### config.mk
export PLATFORM = sky130hd
export DESIGN_NAME = e1tx_ovh_insert
export DESIGN_NICKNAME = d
export VERILOG_FILES = /design/src/rtl/e1tx_ovh_insert.v /design/src/rtl/e1tx_skid_buf.v
export VERILOG_INCLUDE_DIRS = /design/src /design/src/rtl
export SDC_FILE = /design/constraint.sdc
export NUM_CORES = 1
export LEC_CHECK = 0
export BUFFER_PORTS_ARGS = -buffer_cell sky130_fd_sc_hd__buf_2
export CAP_MARGIN = 20
export CELL_PAD_IN_SITES_DETAIL_PLACEMENT = 1
export CELL_PAD_IN_SITES_GLOBAL_PLACEMENT = 1
export CORE_UTILIZATION = 41
export CTS_CLUSTER_DIAMETER = 80
export DETAILED_ROUTE_END_ITERATION = 10
export GPL_TIMING_DRIVEN = 0
export PLACE_DENSITY = 0.65
export SLEW_MARGIN = 10
export SYNTH_ARGS = -nofsm -noshare
export SYNTH_HDL_FRONTEND = slang
export SYNTH_HIERARCHICAL = 1
export SYNTH_SLANG_ARGS = --single-unit
export TNS_END_PERCENT = 50
### constraint.sdc
create_clock -name CLK_I -period 4.3 [get_ports CLK_I]
set_input_delay 0 -clock CLK_I [delete_from_list [all_inputs] [get_ports CLK_I]]
set_output_delay 0 -clock CLK_I [all_outputs]
set_load 0.01 [all_outputs]
### src/rtl/e1tx_regs.vh
// Register map, field positions and reset values of the E1 transmit overhead inserter
//
// Behaviour
// - Eight channel copies, each 0x100 apart
// - Signalling multiframe overwrites TS16 frame-0 extra bits
// - Basic frame replaces international bit from values
// - CRC multiframe: receive CRC error gives one E zero
// - Sync lost or disabled far error: E from values
// - Both disables set: E bits left untouched
// - Multiframe selects act only with framing enabled
// - Modified CRC multiframe only with CRC multiframe
// - Framing disable stops all framing generation
// - Spare insert enables act only with basic frame
// - Basic only: first codeword bit every frame
// - CRC multiframe: four codeword bits per submultiframe
// - Sa4 to Sa8 codewords reset to ones
// - Extra bit values reset to ones, replace TS16
`ifndef E1TX_REGS_VH
`define E1TX_REGS_VH

// ****************************************************************
// Address layout
// ****************************************************************
`define E1TX_CHAN_MSB 10
`define E1TX_CHAN_LSB 8
`define E1TX_OFF_MODE 8'h62
`define E1TX_OFF_INTL 8'h63
`define E1TX_OFF_SACTL 8'h64
`define E1TX_OFF_CW4 8'h65
`define E1TX_OFF_CW5 8'h66
`define E1TX_OFF_CW6 8'h67
`define E1TX_OFF_CW7 8'h68
`define E1TX_OFF_CW8 8'h69
`define E1TX_OFF_EXTRA 8'h6A
`define E1TX_OFF_STATUS 8'h70

// ****************************************************************
// Packed per-channel configuration vector
// ****************************************************************
`define E1TX_CFG_W 37
`define E1TX_CF_FGOFF 0
`define E1TX_CF_CRC 1
`define E1TX_CF_SIG 2
`define E1TX_CF_MCRC 3
`define E1TX_CF_FEB 4
`define E1TX_CF_SID 5
`define E1TX_CF_XOFF 6
`define E1TX_CF_FASI 7
`define E1TX_CF_NFASI 8
`define E1TX_CF_SACTL 9
`define E1TX_CF_CW 14
`define E1TX_CF_X 34

// ****************************************************************
// Reset values and frame constants
// ****************************************************************
`define E1TX_RST_MODE 7'h06
`define E1TX_RST_INTL 2'h3
`define E1TX_RST_SACTL 5'h00
`define E1TX_RST_CW 4'hF
`define E1TX_RST_X 3'h7
`define E1TX_FAS_PAT 7'h1B
`define E1TX_MFAS_PAT 8'h34
`define E1TX_E1_FRAME 4'hD
`define E1TX_E2_FRAME 4'hF
`define E1TX_TS_ALIGN 5'h00
`define E1TX_TS_SIG 5'h10
`define E1TX_BUF_W 20

`endif

### src/rtl/e1tx_ovh_insert.v
// Top of the E1 transmit overhead inserter: registers, settings shadow and byte rewrite
`timescale 1ns/1ps
`default_nettype none
`include "e1tx_regs.vh"

module e1tx_ovh_insert (
  input wire CLK_I,
  input wire RESET_N_I,
  input wire [10:0] REG_ADDR_I,
  input wire [7:0] REG_WDATA_I,
  input wire REG_WR_I,
  input wire REG_RD_I,
  output wire [7:0] REG_RDATA_O,
  input wire [7:0] RX_CRC_ERR_I,
  input wire [7:0] RX_CRC_ERR_SMF2_I,
  input wire [7:0] RX_CRC_MF_LOST_I,
  input wire IN_VALID_I,
  output wire IN_READY_O,
  input wire [2:0] IN_CHAN_I,
  input wire [4:0] IN_TS_I,
  input wire [3:0] IN_FRAME_I,
  input wire [3:0] IN_SIG_FRAME_I,
  input wire [7:0] IN_DATA_I,
  output wire OUT_VALID_O,
  input wire OUT_READY_I,
  output wire [2:0] OUT_CHAN_O,
  output wire [4:0] OUT_TS_O,
  output wire [3:0] OUT_FRAME_O,
  output wire [7:0] OUT_DATA_O
);

  // ****************************************************************
  // Register field packing
  // ****************************************************************

  // Merge one written register byte into a channel's packed settings
  function [`E1TX_CFG_W-1:0] cfg_wr;
    input [`E1TX_CFG_W-1:0] v;
    input [7:0] off;
    input [7:0] d;
    reg [`E1TX_CFG_W-1:0] n;
    begin
      n = v;
      case (off)
        `E1TX_OFF_MODE: n[`E1TX_CF_XOFF:`E1TX_CF_FGOFF] = d[6:0];
        `E1TX_OFF_INTL: n[`E1TX_CF_NFASI:`E1TX_CF_FASI] = d[1:0];
        `E1TX_OFF_SACTL: n[`E1TX_CF_SACTL+4:`E1TX_CF_SACTL] = d[4:0];
        `E1TX_OFF_CW4: n[`E1TX_CF_CW+3:`E1TX_CF_CW] = d[3:0];
        `E1TX_OFF_CW5: n[`E1TX_CF_CW+7:`E1TX_CF_CW+4] = d[3:0];
        `E1TX_OFF_CW6: n[`E1TX_CF_CW+11:`E1TX_CF_CW+8] = d[3:0];
        `E1TX_OFF_CW7: n[`E1TX_CF_CW+15:`E1TX_CF_CW+12] = d[3:0];
        `E1TX_OFF_CW8: n[`E1TX_CF_CW+19:`E1TX_CF_CW+16] = d[3:0];
        `E1TX_OFF_EXTRA: n[`E1TX_CF_X+2:`E1TX_CF_X] = {d[3], d[1:0]};
        default: n = v;
      endcase
      cfg_wr = n;
    end
  endfunction

  // Unpack a register byte; reserved bits read as zero
  function [7:0] cfg_rd;
    input [`E1TX_CFG_W-1:0] v;
    input [7:0] off;
    begin
      case (off)
        `E1TX_OFF_MODE: cfg_rd = {1'b0, v[`E1TX_CF_XOFF:`E1TX_CF_FGOFF]};
        `E1TX_OFF_INTL: cfg_rd = {6'h00, v[`E1TX_CF_NFASI:`E1TX_CF_FASI]};
        `E1TX_OFF_SACTL: cfg_rd = {3'h0, v[`E1TX_CF_SACTL+4:`E1TX_CF_SACTL]};
        `E1TX_OFF_CW4: cfg_rd = {4'h0, v[`E1TX_CF_CW+3:`E1TX_CF_CW]};
        `E1TX_OFF_CW5: cfg_rd = {4'h0, v[`E1TX_CF_CW+7:`E1TX_CF_CW+4]};
        `E1TX_OFF_CW6: cfg_rd = {4'h0, v[`E1TX_CF_CW+11:`E1TX_CF_CW+8]};
        `E1TX_OFF_CW7: cfg_rd = {4'h0, v[`E1TX_CF_CW+15:`E1TX_CF_CW+12]};
        `E1TX_OFF_CW8: cfg_rd = {4'h0, v[`E1TX_CF_CW+19:`E1TX_CF_CW+16]};
        `E1TX_OFF_EXTRA: cfg_rd = {4'h0, v[`E1TX_CF_X+2], 1'b0, v[`E1TX_CF_X+1:`E1TX_CF_X]};
        default: cfg_rd = 8'h00;
      endcase
    end
  endfunction

  // Spare bit from a codeword: bit [3] alone without the CRC
  // multiframe, else the bit for the frame's place in its half
  function sa_pick;
    input [3:0] word;
    input crc;
    input [1:0] pos;
    begin
      if (crc) begin
        sa_pick = word[2'h3 - pos];
      end else begin
        sa_pick = word[3];
      end
    end
  endfunction

  // ****************************************************************
  // Reset image of one channel's settings
  // ****************************************************************

  // Codewords and extra bits come up as ones, CRC and signalling on
  localparam [`E1TX_CFG_W-1:0] cfg_rst_val = {`E1TX_RST_X, {5{`E1TX_RST_CW}},
    `E1TX_RST_SACTL, `E1TX_RST_INTL, `E1TX_RST_MODE};

  // ****************************************************************
  // State
  // ****************************************************************
  reg [`E1TX_CFG_W-1:0] cfg_r [0:7];
  reg [`E1TX_CFG_W-1:0] act_r [0:7];
  reg [7:0] pend1_r;
  reg [7:0] pend2_r;
  reg [7:0] rdata_r;
  reg [7:0] pend1_nxt;
  reg [7:0] pend2_nxt;
  reg [7:0] byte_nxt;
  reg [`E1TX_CFG_W-1:0] cur;
  reg [3:0] cw;
  reg fg_off, crc_on, sig_on, basic_on, e_pend, si_val;
  integer g;
  integer c;
  wire [2:0] reg_chan;
  wire [7:0] reg_off;
  wire push;
  wire in_ready;
  wire boundary;
  wire [`E1TX_BUF_W-1:0] buf_out;
  wire e1_slot;
  wire e2_slot;
  wire [7:0] mfas_pat;

  assign reg_chan = REG_ADDR_I[`E1TX_CHAN_MSB:`E1TX_CHAN_LSB];
  assign reg_off = REG_ADDR_I[7:0];
  assign IN_READY_O = in_ready;
  assign push = IN_VALID_I & in_ready;
  assign REG_RDATA_O = rdata_r;

  // Frame 0 timeslot 0 opens a multiframe; settings are swapped only there
  assign boundary = (IN_TS_I == `E1TX_TS_ALIGN) && (IN_FRAME_I == 4'h0);

  // ****************************************************************
  // Slot decode
  // ****************************************************************

  // Accepted timeslot 0 of the frames that carry E1 and E2
  assign e1_slot = push && (IN_TS_I == `E1TX_TS_ALIGN) && (IN_FRAME_I == `E1TX_E1_FRAME);
  assign e2_slot = push && (IN_TS_I == `E1TX_TS_ALIGN) && (IN_FRAME_I == `E1TX_E2_FRAME);

  // Alignment word bits for frames 1 to 11, lowest bit first
  assign mfas_pat = `E1TX_MFAS_PAT;

  // ****************************************************************
  // Register writes, shadow copy and read port
  // ****************************************************************

  // Live settings per channel; the shadow copy is what the stream uses
  always @(posedge CLK_I) begin
    if (!RESET_N_I) begin
      for (c = 0; c < 8; c = c + 1) begin
        cfg_r[c] <= cfg_rst_val;
        act_r[c] <= cfg_rst_val;
      end
    end else begin
      if (REG_WR_I) begin
        cfg_r[reg_chan] <= cfg_wr(cfg_r[reg_chan], reg_off, REG_WDATA_I);
      end
      if (push && boundary) begin
        act_r[IN_CHAN_I] <= cfg_r[IN_CHAN_I];
      end
    end
  end

  // Read data stand one cycle after the strobe, zero otherwise
  always @(posedge CLK_I) begin
    if (!RESET_N_I) begin
      rdata_r <= 8'h00;
    end else if (REG_RD_I) begin
      // Status: owed E2, owed E1, sync lost, low five active mode bits
      if (reg_off == `E1TX_OFF_STATUS) begin
        rdata_r <= {pend2_r[reg_chan], pend1_r[reg_chan], RX_CRC_MF_LOST_I[reg_chan],
                    act_r[reg_chan][`E1TX_CF_FEB:`E1TX_CF_FGOFF]};
      end else begin
        rdata_r <= cfg_rd(cfg_r[reg_chan], reg_off);
      end
    end else begin
      rdata_r <= 8'h00;
    end
  end

  // ****************************************************************
  // Receive CRC error bookkeeping
  // ****************************************************************

  // One pending zero per submultiframe; several errors in one collapse
  always @* begin
    pend1_nxt = pend1_r;
    pend2_nxt = pend2_r;
    // A zero is spent at its E slot even when the mode does not send it
    if (e1_slot) begin
      pend1_nxt[IN_CHAN_I] = 1'b0;
    end
    if (e2_slot) begin
      pend2_nxt[IN_CHAN_I] = 1'b0;
    end
    // A new error beats the consuming clear in the same cycle
    pend1_nxt = pend1_nxt | (RX_CRC_ERR_I & ~RX_CRC_ERR_SMF2_I);
    pend2_nxt = pend2_nxt | (RX_CRC_ERR_I & RX_CRC_ERR_SMF2_I);
  end

  always @(posedge CLK_I) begin
    if (!RESET_N_I) begin
      pend1_r <= 8'h00;
      pend2_r <= 8'h00;
    end else begin
      pend1_r <= pend1_nxt;
      pend2_r <= pend2_nxt;
    end
  end

  // ****************************************************************
  // Overhead rewrite of one timeslot byte (bit 1 is the MSB)
  // ****************************************************************

  // Settings taken at the boundary byte already apply to that byte
  always @* begin
    cur = boundary ? cfg_r[IN_CHAN_I] : act_r[IN_CHAN_I];
    byte_nxt = IN_DATA_I;
    cw = 4'h0;
    fg_off = cur[`E1TX_CF_FGOFF];
    basic_on = ~fg_off;
    crc_on = ~fg_off & cur[`E1TX_CF_CRC];
    sig_on = ~fg_off & cur[`E1TX_CF_SIG];
    // Frame 13 carries E1 for the first half, frame 15 E2 for the second
    e_pend = (IN_FRAME_I == `E1TX_E1_FRAME) ? pend1_r[IN_CHAN_I] : pend2_r[IN_CHAN_I];
    si_val = (IN_FRAME_I == `E1TX_E1_FRAME) ? cur[`E1TX_CF_FASI] : cur[`E1TX_CF_NFASI];
    if (basic_on && IN_TS_I == `E1TX_TS_ALIGN) begin
      if (!IN_FRAME_I[0]) begin
        // Frame alignment frame
        byte_nxt[6:0] = `E1TX_FAS_PAT;
        if (crc_on) begin
          // CRC bits come from upstream; the modified form sends ones
          if (cur[`E1TX_CF_MCRC]) begin
            byte_nxt[7] = 1'b1;
          end
        end else if (!cur[`E1TX_CF_SID]) begin
          byte_nxt[7] = cur[`E1TX_CF_FASI];
        end
      end else begin
        // Non-alignment frame: fixed one, alarm bit passes through
        byte_nxt[6] = 1'b1;
        if (crc_on) begin
          if (IN_FRAME_I[3:1] < 3'h6) begin
            // Frames 1 to 11 carry the multiframe alignment word
            byte_nxt[7] = mfas_pat[IN_FRAME_I[3:1]];
          end else if (!cur[`E1TX_CF_FEB] && !RX_CRC_MF_LOST_I[IN_CHAN_I]) begin
            // Sync held: an owed zero goes out, several errors give one zero
            byte_nxt[7] = ~e_pend;
          end else if (!cur[`E1TX_CF_FEB] || !cur[`E1TX_CF_SID]) begin
            // Sync lost, or error reporting off with international values on
            byte_nxt[7] = si_val;
          end else begin
            byte_nxt[7] = IN_DATA_I[7];
          end
        end else if (!cur[`E1TX_CF_SID]) begin
          byte_nxt[7] = cur[`E1TX_CF_NFASI];
        end
        // National spare bits Sa4..Sa8 sit in byte bits 4 down to 0
        for (g = 0; g < 5; g = g + 1) begin
          cw = cur[`E1TX_CF_CW + 4*g +: 4];
          if (cur[`E1TX_CF_SACTL + 4 - g]) begin
            byte_nxt[4-g] = sa_pick(cw, crc_on, IN_FRAME_I[2:1]);
          end
        end
      end
    end
    // Signalling multiframe alignment and extra bits in TS16 frame 0
    if (sig_on && IN_TS_I == `E1TX_TS_SIG && IN_SIG_FRAME_I == 4'h0) begin
      byte_nxt[7:4] = 4'h0;
      if (!cur[`E1TX_CF_XOFF]) begin
        byte_nxt[3] = cur[`E1TX_CF_X+2];
        byte_nxt[1:0] = cur[`E1TX_CF_X+1:`E1TX_CF_X];
      end
    end
  end

  // ****************************************************************
  // Output buffer
  // ****************************************************************

  // Two words of slack keep a receiver stall from dropping a byte
  e1tx_skid_buf #(
    .W(`E1TX_BUF_W)
  ) u_buf (
    .CLK_I(CLK_I),
    .RESET_N_I(RESET_N_I),
    .in_valid_i(IN_VALID_I),
    .in_ready_o(in_ready),
    .in_data_i({IN_CHAN_I, IN_TS_I, IN_FRAME_I, byte_nxt}),
    .out_valid_o(OUT_VALID_O),
    .out_ready_i(OUT_READY_I),
    .out_data_o(buf_out)
  );

  // Buffer word: channel, timeslot, frame, rewritten byte
  assign OUT_CHAN_O = buf_out[19:17];
  assign OUT_TS_O = buf_out[16:12];
  assign OUT_FRAME_O = buf_out[11:8];
  assign OUT_DATA_O = buf_out[7:0];

endmodule

`default_nettype wire

### src/rtl/e1tx_skid_buf.v
// Two-entry buffer between the overhead inserter and the line side
`timescale 1ns/1ps
`default_nettype none

module e1tx_skid_buf #(
  parameter W = 20
) (
  input wire CLK_I,
  input wire RESET_N_I,
  input wire in_valid_i,
  output wire in_ready_o,
  input wire [W-1:0] in_data_i,
  output wire out_valid_o,
  input wire out_ready_i,
  output wire [W-1:0] out_data_o
);

  reg [W-1:0] ent0_r;
  reg [W-1:0] ent1_r;
  reg [1:0] cnt_r;
  wire push;
  wire pop;

  // Full at two words, so a stalled receiver pushes back on the source
  assign in_ready_o = (cnt_r != 2'h2);
  assign out_valid_o = (cnt_r != 2'h0);
  assign out_data_o = ent0_r;
  assign push = in_valid_i & in_ready_o;
  assign pop = out_valid_o & out_ready_i;

  // Entry 0 is always the head; entry 1 only holds the second word
  always @(posedge CLK_I) begin
    if (!RESET_N_I) begin
      ent0_r <= {W{1'b0}};
      ent1_r <= {W{1'b0}};
      cnt_r <= 2'h0;
    end else begin
      if (push && !pop) begin
        if (cnt_r == 2'h0) begin
          ent0_r <= in_data_i;
        end else begin
          ent1_r <= in_data_i;
        end
        cnt_r <= cnt_r + 2'h1;
      end else if (pop && !push) begin
        ent0_r <= ent1_r;
        cnt_r <= cnt_r - 2'h1;
      end else if (pop && push) begin
        ent0_r <= in_data_i;
      end
    end
  end

endmodule

`default_nettype wire

# == Yosys cells after proc, flatten, opt, wreduce, memory -nomap -nowiden ==
# Memory sizes are Yosys's and may differ from the RTL's.
# Index checks and enable logic that the tools add are counted.
# word_totals
ff_bits,66
ram_bits,592
rom_bits,8
in_bits,73
output_inout_bits,30
word_cells,183
memories,3
# mem_list
name,words,word_bits,read_ports,rd_ports_with_merged_regs,write_ports,line_no,rtl
act_r,8,37,2,0,8,e1tx_ovh_insert.v:107,reg [`E1TX_CFG_W-1:0] act_r [0:7];
cfg_r,8,37,2,0,8,e1tx_ovh_insert.v:106,reg [`E1TX_CFG_W-1:0] cfg_r [0:7];
(no name shown),8,1,1,0,0,e1tx_ovh_insert.v:251,byte_nxt[7] = mfas_pat[IN_FRAME_I[3:1]];
# classes
add_sub_neg,3
n_lt_le_gt_ge,6
eq_ne,15
mux,104
bitwise,15
reduce_logical,31
# op_table
operator,n
37-bit two-way mux,3
8-bit by 7-bit equality test with 1-bit output (second input constant),10
20-bit two-way mux,4
37-bit OR reduction,2
7-bit case mux with 9 select lines,1
4-bit two-way mux,15
1-bit two-way mux,44
8-bit bitwise AND,4
8-bit two-way mux,4
5-bit two-way mux,5
7-bit two-way mux,3
1-bit binary-select mux with 3-bit select,6
2-bit two-way mux,8
8-bit inverter,2
8-bit bitwise OR,2
3-bit two-way mux,5
1-bit logical AND,13
3-bit by 4-bit less-than comparator with 1-bit output (second input constant),3
1-bit binary-select mux with 2-bit select,5
4-bit equality test (second input constant),2
4-bit zero test,2
2-bit AND reduction,3
5-bit equality test (second input constant),1
1-bit zero test,5
15 further kinds,22

# == Depth between registers and ports, before layout ==
# depth
ltp_word,16
mapped_depth,16
mapped_depth_nobuf,9

# == By module ==
# Netlist, hierarchy kept.
# by_module_without_submodules
module,n_inst,cells_each,area_per_inst_um2,seq_area_each_um2
e1tx_ovh_insert,1,2377,29733.5,18257.5
e1tx_skid_buf,1,198,1844.3,840.8

# == Worst setup path after synthesis ==
# OpenSTA, ideal clock, no wires.
# synth_path
path_type,input port to flip-flop
startpoint,input port REG_ADDR_I[9]
endpoint,"memory cfg_r[0][0] in the netlist's numbering, enable pin"
setup_time_ns,0.510
arrival_time_ns,2.512
t_required_ns,3.790
slack_ns,1.277
cell_stages,9
path_buffers,6
path_cell_list,clkbuf_1 > buf_2 > buf_2 > buf_2 > buf_1 > nor2_1 > nand2_1 > clkbuf_1 > nand2_1
# synth_rtl
item,line_no,rtl
"start, declared",e1tx_ovh_insert.v:9,"input wire [10:0] REG_ADDR_I,"
"end, declared",e1tx_ovh_insert.v:106,

# == Final worst setup path ==
# layout_path
startpoint,input port IN_FRAME_I[1]
endpoint,"register u_buf.ent0_r[1], in the netlist u_buf/out_data_o[1]"
# layout_via
elab_chain_len,14
elab_cells_between_ends,22
cone_classes,add/sub (1); mux (13); bitwise (3); reduce/logical (5)
# layout_lines
item,line_no,rtl
"start, declared",e1tx_ovh_insert.v:21,"input wire [3:0] IN_FRAME_I,"
4-bit zero test,e1tx_ovh_insert.v:136,assign boundary = (IN_TS_I == `E1TX_TS_ALIGN) && (IN_FRAME_I == 4'h0);
1-bit logical AND,e1tx_ovh_insert.v:136,
37-bit two-way mux,e1tx_ovh_insert.v:223,cur = boundary ? cfg_r[IN_CHAN_I] : act_r[IN_CHAN_I];
1-bit binary-select mux with 2-bit select or 1-bit inverter (tied branches),--,
1-bit two-way mux (implied by the code) or 1-bit bitwise AND (tied branches),"e1tx_ovh_insert.v:88, e1tx_ovh_insert.v:228",
1-bit two-way mux,e1tx_ovh_insert.v:87,if (crc) begin
1-bit two-way mux,e1tx_ovh_insert.v:267,if (cur[`E1TX_CF_SACTL + 4 - g]) begin
5-bit two-way mux,e1tx_ovh_insert.v:234,if (!IN_FRAME_I[0]) begin
8-bit two-way mux,e1tx_ovh_insert.v:233,if (basic_on && IN_TS_I == `E1TX_TS_ALIGN) begin
2-bit two-way mux,e1tx_ovh_insert.v:276,if (!cur[`E1TX_CF_XOFF]) begin
2-bit two-way mux (*),e1tx_ovh_insert.v:274,if (sig_on && IN_TS_I == `E1TX_TS_SIG && IN_SIG_FRAME_I == 4'h0) begin
named net byte_nxt[1],e1tx_ovh_insert.v:113,reg [7:0] byte_nxt;
20-bit two-way mux,e1tx_skid_buf.v:48,end else if (pop && push) begin
20-bit two-way mux,e1tx_skid_buf.v:45,end else if (pop && !push) begin
20-bit two-way mux (*),e1tx_skid_buf.v:38,if (push && !pop) begin
"end signal, assigned",e1tx_skid_buf.v:40,ent0_r <= in_data_i;
"end signal, assigned",e1tx_skid_buf.v:46,ent0_r <= ent1_r;
"end signal, assigned",e1tx_skid_buf.v:49,ent0_r <= in_data_i;
"end, declared",e1tx_skid_buf.v:18,reg [W-1:0] ent0_r;
# The timed path passes the listed nets; every way through them passes the cells marked *. The select of a mux whose other input is x is not followed.
# A chain may end at the register's enable or synchronous reset.

==> reports/metrics.cfg <==
[status]
outcome=complete, but fails checks
violations=negative setup slack

[timing]
timing.final.ws_setup_ps=-46.0
max_slew.worst_pin.slew_ps=1300
hold_viol_final=0
drv_slew=0
finalCritPeriodShare_pct=101
skew_ps=38.9
relSlewSlack_pct=13.4
fin_crit_ps=4350
setup_tns_ps=-66.6
rsz0062_at_grt=false
setup_viol=2
clock.fmax_ghz=0.230

[placement]
gp_congestion=0.933
dpl.hpwl_mm=92.2
numPortBuffers=93

[synthesis]
ys_seq_area_share_pct=60.5
yosysTopAreaCell=edfxtp_1
synthArstFlopShare_pct=0
synthDistinctLibCells=82
synth_edf_count=592
synth-seq-cells=658
synth_nets=2650
ys_top_cells_by_area=edfxtp_1 (56%), mux4_2 (8.1%), nand2_1 (7.0%)
synth_top_area_share_pct=56.3
ys.flop_type=edfxtp_1
yosysWarnings=6
netlist_area_sq_mm=0.0316
avgSynthCellArea_sq_um=12.3
syn-instance-count=2575

[detailed_routing]
viasPerCell=6.51
wirelength_mm=138
drc_errors=0
num_vias=25400
final_antenna_net_count=0
drt_iter0_drc=3375
drtPass1Iterations=5
wl_per_cell_um=35.4

[min_path]
holdPathEnd=u_buf/out_data_o[2]
worstHoldStart=IN_DATA_I[2]
hp-class=input pin to flop
min_path_cells=5

[power_and_ir_drop]
vdd_drop_max_mv=0.311
power_density_mw_per_mm2=425
p_leak_nw=10.9

[clock_network]
clkSlewWorstSetupHoldPaths_ps=50
htreeDepth=3
cts_buffers=75
clkSinkCount=658
cts_root_buf=clkbuf_16
tritoncts=yes
clock_latency_ps=650
clock_path_buffers=3

[job]
maxCapViolations=0

[floorplan]
placement_rows=101
core_area_sq_mm=0.0761
start_util_pct=41.5
die_h_um=280
die_area_sq_mm=0.0781
die_w_um=280
ios=103

[critical_path]
critPathLaunchType=input pin
end_kind=flop
timing.rr.start=cfg_r[7][6]
worstPathRequired_ps=4870
r2r-end=u_buf/out_data_o[1]
cp_max_fo=10
rr_worst_depth=9
path_class=input pin to flop
r2r_slack_ps=630
critical_path_arrival_ps=4920

[layout]
fillers=8030
drive_gt1_share_pct=15.9
multi_input_area_sq_mm=0.0116
fin_nets=2885
final_util_pct=48.0
seq_area_sq_mm=0.0191
syn_to_final_growth_pct=15.6

[grt]
grt_first_pass_wirelength_mm=194
grt.total_usage_pct=35.4
grt_max_degree=38
grt_pass1_vias=25900
globalRouteOverflowTotal=0
antenna_found_initial=4

sequential cells by signal, summed over array words and instances (netlist names):
| name | count |
|---|---|
| pend1_r | 8 |
| u_buf/out_data_o | 20 |
| act_r | 296 |
| pend2_r | 8 |
| u_buf/ent1_r | 20 |
| cfg_r | 296 |
| u_buf/cnt_r | 2 |
| REG_RDATA_O | 8 |
cell usage in the layout, fill, tap and decap left out, drive strengths merged, types with 6 or more instances in the layout:
cell	instances
o211ai	10
a221oi	32
mux2	32
and2	8
a22o	17
a22oi	92
nor3	12
o21a	6
nand4	8
or4	10
a21oi	51
or3	7
buf	176
o221ai	12
mux4	114
and3b	6
nand2	587
clkbuf	251
o22ai	51
dlygate4sd3	54
mux2i	101
clkinv	25
and3	17
dfxtp	66
a31oi	6
nand3	17
edfxtp	592
nor2b	12
o31ai	21
nor3b	6
inv	12
a21o	7
nor2	213
o2bb2ai	12
nand2b	16
and4	8
a21boi	39
o21ai	80
a221o	10
critical path, stage by stage:
cell           delay (ps)
dlygate4sd3_1         540
buf_2                 150
nor4_1                940
and3_1                270
clkbuf_1              710
clkbuf_1              580
a21o_1                230
nand3_1               350
a211o_1               450
o21ai_0               290
mux2i_1               210
a21oi_1               180
logic make-up (layout without fill, tap and decap cells):
| kind of cell | count (synthesis) | after routing | synth area share [%] |
|---|---|---|---|
| compound gates | 484 | 484 | 11.0 |
| fa+ha+maj | 2 | 2 | 0.0792 |
| flops | 658 | 658 | 60.5 |
| xor+xnor | 2 | 2 | 0.0555 |
| simple gates | 952 | 952 | 12.8 |
| other cells | 0 | 2 | 0 |
| buf+inv | 230 | 525 | 3.14 |
| mux | 247 | 247 | 12.5 |
cell usage after synthesis (30+ instances only):
library cell / n
a21oi_1: 47
mux4_2: 113
a221oi_1: 30
edfxtp_1: 592
o21ai_1: 33
mux2_2: 31
nor2_1: 213
nand2_1: 587
buf_2: 49
clkbuf_1: 143
a22oi_1: 92
a21boi_0: 38
mux2i_1: 101
o22ai_1: 51
dfxtp_1: 66
o21ai_0: 47
timing repair:
item	CTS	global route
hold endpoints to repair	90	0
setup buffers	0	0
setup endpoints to repair	75	5
hold buffers	54	0
resized for setup	1	2
layout make-up:
| cell class | count | area share, % |
|---|---|---|
| Antenna cell | 2 | 0.0137 |
| Buffer | 216 | 2.61 |
| Clock buffer | 108 | 5.74 |
| Clock inverter | 29 | 0.678 |
| Inverter | 13 | 0.134 |
| Multi-Input combinational cell | 1687 | 31.9 |
| Sequential cell | 658 | 52.3 |
| Tap cell | 1030 | 3.53 |
| Timing Repair Buffer | 159 | 3.13 |
where the power goes:
group / switching (mW) / internal (mW)
sequential: 0.0979 / 7.13
clock: 2.76 / 3.57
combinational: 1.35 / 0.615
total: 4.21 / 11.3
routing by layer:
| layer | track usage (%) | vias up | wire length [um] |
|---|---|---|---|
| li1 | - | 10200 | - |
| met1 | 45.4 | 13200 | 51900 |
| met2 | 56.1 | 1676 | 63800 |
| met3 | 8.33 | 375 | 14800 |
| met4 | 17.9 | 0 | 7590 |
| met5 | 0 | - | 0 |
per-stage QoR:
step,hold slack (ps),area (sq um),setup WS (ps),instances,power (mW)
final,27.4,36500,-46.0,3902,15.5
after global routing,58.4,36500,6.98,3900,15.8
after CTS,10.9,36500,35.2,3897,15.5
after detailed placement,290,33600,-798,3707,9.23
after global placement,271,33300,-2480,3698,9.18
after floorplan,145,31600,1280,2575,8.40
how the worst max path moves through the flow:
stage	from	endpoint	slack (ps)	cells past startpoint
finish	IN_FRAME_I[1]	u_buf/out_data_o[1]	-50	12
CTS	IN_FRAME_I[1]	u_buf/out_data_o[1]	40	11
detailed placement	REG_ADDR_I[9]	cfg_r[4][30]	-800	9
floorplan	REG_ADDR_I[9]	cfg_r[0][0]	1280	9
global placement	IN_CHAN_I[1]	act_r[2][26]	-2480	10
global route	IN_CHAN_I[2]	u_buf/out_data_o[7]	7	14
Note: power is estimated with default switching activity, not from simulation.
